<file path="config.mk">
export PLATFORM = sky130hd
export DESIGN_NAME = flash_cmd_engine
export DESIGN_NICKNAME = d
export VERILOG_FILES = /design/src/rtl/flash_cmd_pkg.sv /design/src/rtl/flash_cmd_engine.sv
export SDC_FILE = /design/constraint.sdc
export NUM_CORES = 1
export LEC_CHECK = 0
export BUFFER_PORTS_ARGS = -buffer_cell sky130_fd_sc_hd__buf_2
export CORE_MARGIN = 1.5
export CORE_UTILIZATION = 25
export CTS_CLUSTER_DIAMETER = 100
export CTS_CLUSTER_SIZE = 30
export DETAILED_ROUTE_END_ITERATION = 8
export PLACE_DENSITY = 0.44
export SKIP_CTS_REPAIR_TIMING = 1
export SYNTH_ARGS = -nofsm -noshare
export SYNTH_HDL_FRONTEND = slang
export SYNTH_SLANG_ARGS = --single-unit
</file>
<file path="constraint.sdc">
create_clock -name clk -period 4.4 [get_ports clk]
set_input_delay 0.88 -clock clk [delete_from_list [all_inputs] [get_ports clk]]
set_output_delay 0.88 -clock clk [all_outputs]
set_load 0.03 [all_outputs]
</file>
<file path="src/rtl/flash_cmd_pkg.sv">
// constants and carrier types of the serial flash command engine
package flash_cmd_pkg;
  localparam logic [7:0] CmdRegWr  = 8'h08;
  localparam logic [7:0] CmdRegRd  = 8'h09;
  localparam logic [7:0] CmdMemWr  = 8'h0a;
  localparam logic [7:0] CmdMemRd  = 8'h0b;
  localparam logic [7:0] CmdCrc    = 8'h0e;
  localparam logic [7:0] CmdBaudRd = 8'h1b;
  localparam logic [7:0] CmdTestWr = 8'hf0;
  localparam logic [7:0] CmdTestRd = 8'hf1;
  localparam logic [7:0] FillByte  = 8'hff;
  localparam logic [15:0] CrcFill  = 16'hffff;
  localparam logic [15:0] CrcSeed  = 16'hffff;
  localparam logic [15:0] CrcPoly  = 16'h1021;
  localparam logic [7:0] TestRst   = 8'h00;
  localparam logic [16:0] Size32k  = 17'h08000;
  localparam logic [16:0] Size64k  = 17'h10000;
  localparam logic [15:0] InfoBase = 16'hfe00;
  localparam logic [15:0] InfoPg3  = 16'hfe03;
  localparam int          ReadCycles = 2;
  // program and erase time and clock period in nanoseconds
  localparam int          ProgNs   = 65000;
  localparam int          ClkNs    = 25;

  // byte received from the host
  typedef struct packed {
    logic       valid;
    logic [7:0] data;
  } rx_byte_t;

  // byte for the host
  typedef struct packed {
    logic       valid;
    logic [7:0] data;
  } tx_byte_t;

  // request to the flash controller
  typedef struct packed {
    logic        rd;
    logic        prog;
    logic        regWr;
    logic        regRd;
    logic        ignoreLock;
    logic [15:0] addr;
    logic [7:0]  wdata;
  } flash_req_t;

  typedef enum logic [9:0] {
    StIdle  = 10'h001,
    StArgs  = 10'h002,
    StData  = 10'h004,
    StWait  = 10'h008,
    StSend  = 10'h010,
    StCrc   = 10'h020,
    StTest  = 10'h040,
    StRead  = 10'h080,
    StSkip  = 10'h100,
    StOut2  = 10'h200
  } state_t;
endpackage

</file>
<file path="src/rtl/flash_cmd_engine.sv">
// command decoder and flash sequencer of the serial programming port
`timescale 1ns/1ps
module flash_cmd_engine #(
  parameter int ProgCycles = (flash_cmd_pkg::ProgNs + flash_cmd_pkg::ClkNs - 1)
                             / flash_cmd_pkg::ClkNs
) (
  input  wire logic                      clk,
  input  wire logic                      nrst,
  input  wire flash_cmd_pkg::rx_byte_t   rxByte,
  input  wire logic                      txReady,
  input  wire logic                      flashAccessMode,
  input  wire logic                      progIfMode,
  input  wire logic                      ctlUnlocked,
  input  wire logic                      fullRwProtectOpt,
  input  wire logic                      lowerHalfProtectOpt,
  input  wire logic                      mem64k,
  input  wire logic                      eraseStart,
  input  wire logic [11:0]               baudValue,
  input  wire logic [7:0]                flashRdata,
  output flash_cmd_pkg::tx_byte_t        txByte,
  output flash_cmd_pkg::flash_req_t      flashReq,
  output logic                           flashOpPending,
  output logic [7:0]                     testConfigReg
);
  import flash_cmd_pkg::*;

  localparam logic [16:0] ProgCnt = 17'(ProgCycles);

  // ----------------------------------------------------------------
  // protection decode
  // ----------------------------------------------------------------
  function automatic logic isProtected(input logic [15:0] a,
                                       input logic        full,
                                       input logic        lower,
                                       input logic [16:0] msize,
                                       input logic        wr);
    logic inMain;
    logic inLow;
    logic inPg3;
    inMain = {1'b0, a} < msize;
    inLow  = {1'b0, a} < (msize >> 1);
    inPg3  = wr && (a >= InfoBase) && (a[15:8] == InfoPg3[15:8])
             && (a[1:0] == InfoPg3[1:0]);
    isProtected = (full && (inMain || inPg3))
                  || (lower && (inLow || inPg3));
  endfunction

  state_t      state_r;
  logic [7:0]  cmd_r;
  logic [2:0]  argCnt_r;
  logic [15:0] addr_r;
  logic [16:0] size_r;
  logic [16:0] left_r;
  logic [16:0] timer_r;
  logic [15:0] crc_r;
  logic [7:0]  hold_r;
  logic [16:0] memSize;
  logic        rxv;
  logic [16:0] reqSize;
  logic [16:0] nextCrc;

  assign memSize = mem64k ? Size64k : Size32k;
  assign rxv     = rxByte.valid;

  always_comb
  begin
    reqSize = {1'b0, addr_r[7:0], rxByte.data};
    if (cmd_r == CmdMemWr || cmd_r == CmdMemRd)
    begin
      reqSize = {1'b0, size_r[7:0], rxByte.data};
      if (reqSize == 17'h00000 || reqSize > memSize)
        reqSize = memSize;
    end
    else
      reqSize = {9'h000, rxByte.data} + 17'h00001;
  end

  always_comb
  begin
    logic [15:0] c;
    c = crc_r ^ {flashRdata, 8'h00};
    for (int i = 0; i < 8; i++)
      c = c[15] ? ((c << 1) ^ CrcPoly) : (c << 1);
    nextCrc = {1'b0, c};
  end

  // ----------------------------------------------------------------
  // command sequencer
  // ----------------------------------------------------------------
  always_ff @(posedge clk)
  begin
    if (!nrst)
    begin
      state_r  <= StIdle;
      cmd_r    <= 8'h00;
      argCnt_r <= 3'h0;
      addr_r   <= 16'h0000;
      size_r   <= 17'h00000;
      left_r   <= 17'h00000;
      timer_r  <= 17'h00000;
      crc_r    <= CrcSeed;
      hold_r   <= 8'h00;
      txByte   <= '0;
      flashReq <= '0;
      testConfigReg <= TestRst;
    end
    else
    begin
      flashReq.rd    <= 1'b0;
      flashReq.prog  <= 1'b0;
      flashReq.regWr <= 1'b0;
      flashReq.regRd <= 1'b0;
      flashReq.ignoreLock <= 1'b1;
      if (txByte.valid && txReady)
        txByte.valid <= 1'b0;
      case (state_r)
        StIdle:
          if (rxv)
          begin
            cmd_r    <= rxByte.data;
            argCnt_r <= 3'h0;
            // every command starts its byte timer from zero
            timer_r  <= 17'h00000;
            if (rxByte.data == CmdBaudRd)
            begin
              txByte  <= '{valid: 1'b1, data: {4'h0, baudValue[11:8]}};
              hold_r  <= baudValue[7:0];
              state_r <= StOut2;
            end
            else if (rxByte.data == CmdTestRd)
            begin
              txByte  <= '{valid: 1'b1, data: testConfigReg};
              state_r <= StSend;
            end
            else if (rxByte.data == CmdTestWr)
              state_r <= StTest;
            else if (rxByte.data == CmdCrc)
            begin
              addr_r  <= 16'h0000;
              left_r  <= memSize;
              crc_r   <= CrcSeed;
              timer_r <= 17'h00000;
              state_r <= StCrc;
            end
            else if (rxByte.data == CmdRegWr || rxByte.data == CmdRegRd
                     || rxByte.data == CmdMemWr || rxByte.data == CmdMemRd)
              state_r <= StArgs;
          end
        StTest:
          if (rxv)
          begin
            testConfigReg <= rxByte.data;
            state_r       <= StIdle;
          end
        StArgs:
          if (rxv)
          begin
            argCnt_r <= argCnt_r + 3'h1;
            case (argCnt_r)
              3'h0: addr_r[15:8] <= rxByte.data;
              3'h1: addr_r[7:0]  <= rxByte.data;
              3'h2:
                if (cmd_r == CmdRegWr || cmd_r == CmdRegRd)
                begin
                  left_r <= reqSize;
                  state_r <= (cmd_r == CmdRegWr) ? StData : StRead;
                end
                else
                  size_r[7:0] <= rxByte.data;
              default:
              begin
                left_r  <= reqSize;
                state_r <= (cmd_r == CmdMemWr) ? StData : StRead;
              end
            endcase
          end
        StData:
          if (rxv)
          begin
            if (cmd_r == CmdRegWr)
            begin
              flashReq.regWr <= flashAccessMode;
              flashReq.addr  <= addr_r;
              flashReq.wdata <= rxByte.data;
              state_r        <= StSkip;
            end
            else if (flashAccessMode && ctlUnlocked
                     && !isProtected(addr_r, fullRwProtectOpt,
                                     lowerHalfProtectOpt, memSize, 1'b1))
            begin
              flashReq.prog  <= 1'b1;
              flashReq.addr  <= addr_r;
              flashReq.wdata <= rxByte.data;
              timer_r        <= ProgCnt;
              state_r        <= StWait;
            end
            else
              state_r <= StSkip;
          end
        StWait:
          if (timer_r <= 17'h00001)
            state_r <= StSkip;
          else
            timer_r <= timer_r - 17'h00001;
        StSkip:
        begin
          addr_r <= addr_r + 16'h0001;
          left_r <= left_r - 17'h00001;
          if (left_r == 17'h00001)
            state_r <= StIdle;
          else if (cmd_r == CmdRegWr || cmd_r == CmdMemWr)
            state_r <= StData;
          else
            state_r <= StRead;
        end
        StRead:
          if (!txByte.valid)
          begin
            flashReq.rd    <= (timer_r == 17'h00000);
            flashReq.regRd <= (timer_r == 17'h00000) && cmd_r == CmdRegRd;
            flashReq.addr  <= addr_r;
            if (timer_r == 17'(ReadCycles))
            begin
              timer_r <= 17'h00000;
              if (!flashAccessMode || (cmd_r == CmdMemRd
                  && isProtected(addr_r, fullRwProtectOpt,
                                 lowerHalfProtectOpt, memSize, 1'b0)))
                txByte <= '{valid: 1'b1, data: FillByte};
              else
                txByte <= '{valid: 1'b1, data: flashRdata};
              state_r <= StSkip;
            end
            else
              timer_r <= timer_r + 17'h00001;
          end
        StCrc:
        begin
          // one read strobe per byte, as for host reads
          flashReq.rd   <= (timer_r == 17'h00000);
          flashReq.addr <= addr_r;
          if (timer_r == 17'(ReadCycles))
          begin
            timer_r <= 17'h00000;
            crc_r   <= nextCrc[15:0];
            addr_r  <= addr_r + 16'h0001;
            left_r  <= left_r - 17'h00001;
            if (left_r == 17'h00001)
            begin
              txByte <= '{valid: 1'b1,
                          data: progIfMode ? nextCrc[15:8] : CrcFill[15:8]};
              hold_r <= progIfMode ? nextCrc[7:0] : CrcFill[7:0];
              state_r <= StOut2;
            end
          end
          else
            timer_r <= timer_r + 17'h00001;
        end
        StOut2:
          if (txByte.valid && txReady)
          begin
            txByte  <= '{valid: 1'b1, data: hold_r};
            state_r <= StSend;
          end
        StSend:
          if (!txByte.valid || txReady)
            state_r <= StIdle;
        default: state_r <= StIdle;
      endcase
    end
  end

  // ----------------------------------------------------------------
  // pending flag
  // ----------------------------------------------------------------
  logic [16:0] erase_r;
  // busy while program or erase runs
  always_ff @(posedge clk)
  begin
    if (!nrst)
    begin
      flashOpPending <= 1'b0;
      erase_r        <= 17'h00000;
    end
    else
    begin
      if (eraseStart)
        erase_r <= ProgCnt;
      else if (erase_r != 17'h00000)
        erase_r <= erase_r - 17'h00001;
      flashOpPending <= (state_r == StWait && timer_r > 17'h00001)
                        || flashReq.prog || eraseStart
                        || erase_r > 17'h00001;
    end
  end
endmodule // flash_cmd_engine

</file>
==> results.tsv, run 1 <==
metric	value	unit
Final Max Slew Viols	0	
DRT Pass-1 Iters	5	
post-DP HPWL	23.2	mm
pre-CTS setup slack	0.731	ns
clk sinks	167	
pwr dens	344	mW/mm²
residual DRC count	0	
Setup violations, final	0	
DP Cell Count	1763	
area of the multi-input gates	0.00582	mm²
die extent in x	199	µm
initial core utilization	0.254	
Worst Tran Pin Value	1.18	ns
CTS tree	built	
worst-case reg-to-reg path depth	7	
final hold slack	0.449	ns
Yosys top cell area share	0.349	
Post-synth top flop	dfxtp_1	
largest net degree at the start of global routing	58	
Inserted Clock Buffers	17	
CP startpoint	state_r[0]	
setup ws final	1.15	ns
Worst-path clk slew	0.08	ns
clock skew	0.0158	ns
CTS root buf	clkbuf_16	
CP max stage delay	1.06	ns
Vias	9246	
setup TNS	0	ns
final worst-path cycle share	0.739	
Post-Layout Cell Count	1795	
initial antenna violation count	0	
syn_nets	1291	
CP Max Fanout	29	
Tmin final	3.25	ns
asr flop ratio synth	0	
Synth area leaders	dfxtp_1, nand2_1, nor2_1, a21oi_1, o21ai_0	
Routed WL	32.5	mm
synth unique cells	80	
Reg area	0.00334	mm²
layout cells sized above 1	0.133	
Worst setup SP type	flop	
DRT antenna net count	0	
die area	0.0396	mm²
Area Growth Syn to Fin	15.3	%
Max Cap Viol	0	
relative slew slack	0.211	
required time worst endpoint	4.72	ns
num rows	71	
DR WL/cell	18.1	µm
top cells by count, synth	dfxtp_1, nand2_1, nor2_1	
drt via density	5.15	
htree depth	4	
die height	199	µm
1st-iter DRT viols	628	
first-pass GRT wire length	50.7	mm
gr usage total	0.166	
RSZ-0062 raised after global routing	false	
critical path type	reg -> reg	
Skew-Pair Late Insertion Delay	0.46	ns
Antenna Cells	0	
Mean Syn Cell Area	7.79	µm²
most numerous cell in the Yosys netlist	dfxtp_1	
I/O Buffers	85	
Core ar.	0.0378	mm²
FF-to-FF setup slack	1.15	ns
Post-synth EDFFs	0	
outcome	complete, no violations	
cell taking the most area after synthesis	dfxtp_1	
Cell Chain, Critical Path	nor4_2, nand2_1, or4_1, a21oi_1, o21ai_0, a22oi_1, nor2_1	
crit path to	left_r[15]	
Hold Vio Cnt, Final	0	
Routability Congestion	0.825	
post-synthesis cell area	0.00959	mm²
hold crit path type	reg -> reg	
Max VDD drop	0.000295	V
Gate Count Post-Synth	1231	
CP endpoint kind	flop	
flops & latches, synth	167	
nets	1331	
crit path max-delay cell type	or4_1	
Congestion Overflow GR	0	
fmax	308	MHz
R2R Path Start	state_r[0]	
Filler Cell Count	4103	
Synth warnings	0	
Reg2Reg Capture Point	left_r[15]	
Max Root-Sink Buffers	2	
vias in the first global route	8659	
register area share after synthesis	0.349	
number of I/O pins	86	
CP arrival	3.57	ns
Leak	4.03	nW
-- cell families after synthesis --
| logic type | share of synthesized area |
|---|---|
| XOR/XNOR | 0.0484 |
| AO/OA/AOI/OAI | 0.223 |
| buffers and inverters | 0.0462 |
| multiplexers | 0.0167 |
| adder cells (fa/ha/maj) | 0.0274 |
| flip-flops | 0.349 |
| AND/OR/NAND/NOR | 0.290 |
-- worst min-delay path by stage --
stage | slack, ns | start | depth (start not counted) | endpoint
after global routing | 0.47 | flashReq[12] | 2 | flashReq[12]
after detailed placement | 0.44 | flashReq[19] | 2 | flashReq[19]
after CTS | 0.45 | flashReq[9] | 2 | flashReq[9]
after global placement | 0.44 | hold_r[1] | 2 | hold_r[1]
final | 0.45 | flashReq[12] | 2 | flashReq[12]
after floorplan | 0.43 | hold_r[0] | 2 | hold_r[0]
-- metal layers --
metal,wire length (µm),GRT usage
met5,0,0
met4,650,0.0561
met3,1130,0.0253
met2,15000,0.267
met1,15700,0.225
-- through the flow --
stage | power [mW] | utilization | area [µm²]
floorplan | 2.05 | - | 9590
global placement | 2.24 | 0.277 | 10500
detailed placement | 2.24 | 0.277 | 10500
CTS | 3.85 | 0.293 | 11100
global route | 3.96 | 0.293 | 11100
finish | 3.81 | 0.293 | 11100
-- state kept, by name (all words and copies together), names as in the netlist --
register and cells:
flashReq 29, erase_r 17, left_r 17, timer_r 17
addr_r 16, crc_r 16, state_r 10, txByte 9
cmd_r 8, hold_r 8, size_r 8, testConfigReg 8
argCnt_r 3, flashOpPending 1
-- critical path, delay by kind of cell, from the launching register on --
family | cells | cell delay (ns)
compound gates | 3 | 0.62
simple gates | 4 | 2.09
flops | 1 | 0.39
-- power breakdown --
group	total, mW	leakage [nW]	switching (mW)	internal, mW
sequential	1.60	1.35	0.0471	1.55
combinational	0.610	2.39	0.403	0.207
clock	1.60	0.296	0.731	0.868
total	3.81	4.03	1.18	2.63
-- placed cells by master, fill, tap and decap left out, types with 12 or more instances in the layout --
| master | instances |
|---|---|
| buf_4 | 18 |
| o31ai_1 | 12 |
| clkbuf_16 | 17 |
| and3_1 | 16 |
| o21a_1 | 12 |
| nor3_1 | 42 |
| or3_1 | 16 |
| buf_2 | 85 |
| o22ai_1 | 21 |
| nand3_1 | 56 |
| a21oi_1 | 91 |
| nor2_1 | 123 |
| inv_1 | 20 |
| o21ai_0 | 80 |
| a22oi_1 | 17 |
| mux2i_1 | 16 |
| nand2_1 | 152 |
| xnor2_1 | 28 |
| nor4_1 | 21 |
| ha_1 | 21 |
| dfxtp_1 | 167 |
| xor2_1 | 25 |
| nand4_1 | 19 |
-- area by class of cell --
type,instances,share of cell area
Clock buffer,18,0.0397
Tap cell,511,0.0578
Timing Repair Buffer,104,0.0525
Inverter,21,0.00712
Multi-Input combinational cell,960,0.526
Clock inverter,14,0.0146
Sequential cell,167,0.302
No activity file was read; power rests on OpenSTA's default activity.
==> run 2, diff against run 1 <==
clock period = 3.1 ns   (was 4.4 ns; I/O delays follow)
==> results.tsv, run 2 (synthesis gave the netlist of run 1 again) <==
metric	value	unit
Leak	4.28	nW
Largest Register	flashReq	
post-DP HPWL	24.8	mm
Skew-Pair Late Insertion Delay	0.46	ns
CTS root buf	clkbuf_16	
Filler Cell Count	4138	
die area	0.0396	mm²
CP arrival	3.35	ns
Sequential Power Share	0.420	
Routed WL	33.6	mm
Core ar.	0.0378	mm²
commonest non-fill, non-tap cell in the layout	dfxtp_1	
crit path max-delay cell type	or4b_1	
pre-CTS setup slack	0.0938	ns
Cell Chain, Critical Path	nor4_4, and4_1, nand2_4, o31a_1, or4b_1, a211o_1, a21oi_2	
Tmin final	2.96	ns
clk sinks	167	
Max Root-Sink Buffers	2	
outcome	complete, no violations	
first-pass GRT wire length	52.5	mm
Final Max Slew Viols	0	
largest net degree at the start of global routing	47	
CP endpoint kind	flop	
I/O Buffers	85	
hold crit path type	reg -> reg	
CP Max Fanout	10	
Area Growth Syn to Fin	19.4	%
most frequent cells in the layout	dfxtp_1, nand2_1, nor2_1, a21oi_1, buf_2	
Worst setup SP type	flop	
crit path buf inv count	0	
Vias	9446	
Max VDD drop	0.000409	V
die height	199	µm
critical path type	reg -> reg	
Worst Tran Pin Value	0.949	ns
initial core utilization	0.254	
NetSw	1.65	mW
relative slew slack	0.366	
layout cells sized above 1	0.170	
DP Cell Count	1818	
drt via density	5.10	
residual DRC count	0	
CP max stage delay	0.72	ns
Post-Layout Cell Count	1851	
Inserted Clock Buffers	17	
Setup violations, final	0	
Routability Congestion	0.863	
pwr dens	472	mW/mm²
setup ws final	0.142	ns
setup TNS	0	ns
DRT antenna net count	0	
num rows	71	
total power draw	5.41	mW
Worst-path clk slew	0.08	ns
die extent in x	199	µm
Switching Fraction	0.305	
htree depth	4	
DR WL/cell	18.2	µm
final worst-path cycle share	0.954	
DRT Pass-1 Iters	7	
required time worst endpoint	3.49	ns
Max Cap Viol	0	
Congestion Overflow GR	0	
1st-iter DRT viols	631	
number of I/O pins	86	
max FFs per register	29	
CTS tree	built	
Hold Vio Cnt, Final	0	
fmax	338	MHz
gr usage total	0.173	
Cell Int Power	3.76	mW
nets	1386	
largest delay contributor family on the critical path	simple AND/OR/NAND/NOR gates	
logic gate share of total power	0.172	
initial antenna violation count	1	
RSZ-0062 raised after global routing	false	
vias in the first global route	9134	
clock network fraction of design power	0.408	
clock skew	0.0109	ns
run 2: cell type report:
| class | count | area [µm²] | area share |
|---|---|---|---|
| multi-input combinational | 960 | 5820 | 0.508 |
| tap | 511 | 639 | 0.0558 |
| timing repair buffer | 159 | 981 | 0.0857 |
| antenna | 1 | 2.50 | 0.000219 |
| clock inverter | 14 | 151 | 0.0132 |
| clock buffer | 18 | 439 | 0.0383 |
| sequential | 167 | 3340 | 0.292 |
| inverter | 21 | 78.8 | 0.00688 |
run 2: power groups by stage:
stage	Clock (mW)	Combinational (mW)	Sequential (mW)
after floorplan	0	0.611	2.30
after global placement	0	0.933	2.32
after detailed placement	0	0.930	2.32
after CTS	2.26	0.935	2.27
after global routing	2.34	1.03	2.28
final	2.21	0.931	2.27
run 2: path summary, 6_finish.rpt:
check               start      endpoint  slack, ns  cells past startpoint
max            timer_r[9]    state_r[7]       0.14                      7
min          flashReq[12]  flashReq[12]       0.45                      2
max reg2reg    timer_r[9]    state_r[7]       0.14                      7
min reg2reg  flashReq[12]  flashReq[12]       0.45                      2
run 2: worst reg2reg max path, cell delays in order (launching register included):
cell and delay (ns):
dfxtp_1 0.43, nor4_4 0.39, and4_1 0.42, nand2_4 0.14, o31a_1 0.34, or4b_1 0.73, a211o_1 0.32, a21oi_2 0.13
run 2: through the flow:
step / hold WS [ns] / instance area, µm² / utilization
after floorplan: 0.432 / 9590 / -
after global placement: 0.439 / 10900 / 0.288
after detailed placement: 0.442 / 10900 / 0.288
after CTS: 0.444 / 11400 / 0.303
after global routing: 0.463 / 11400 / 0.303
final: 0.450 / 11500 / 0.303
run 2: metal layers:
layer,wire length [µm],share of wire,track usage,vias to the layer above
met2,15300,0.45,0.276,202
met4,968,0.029,0.0769,0
li1,-,-,-,4678
met5,0,0,0,-
met1,16300,0.48,0.229,4514
met3,1150,0.034,0.0268,52
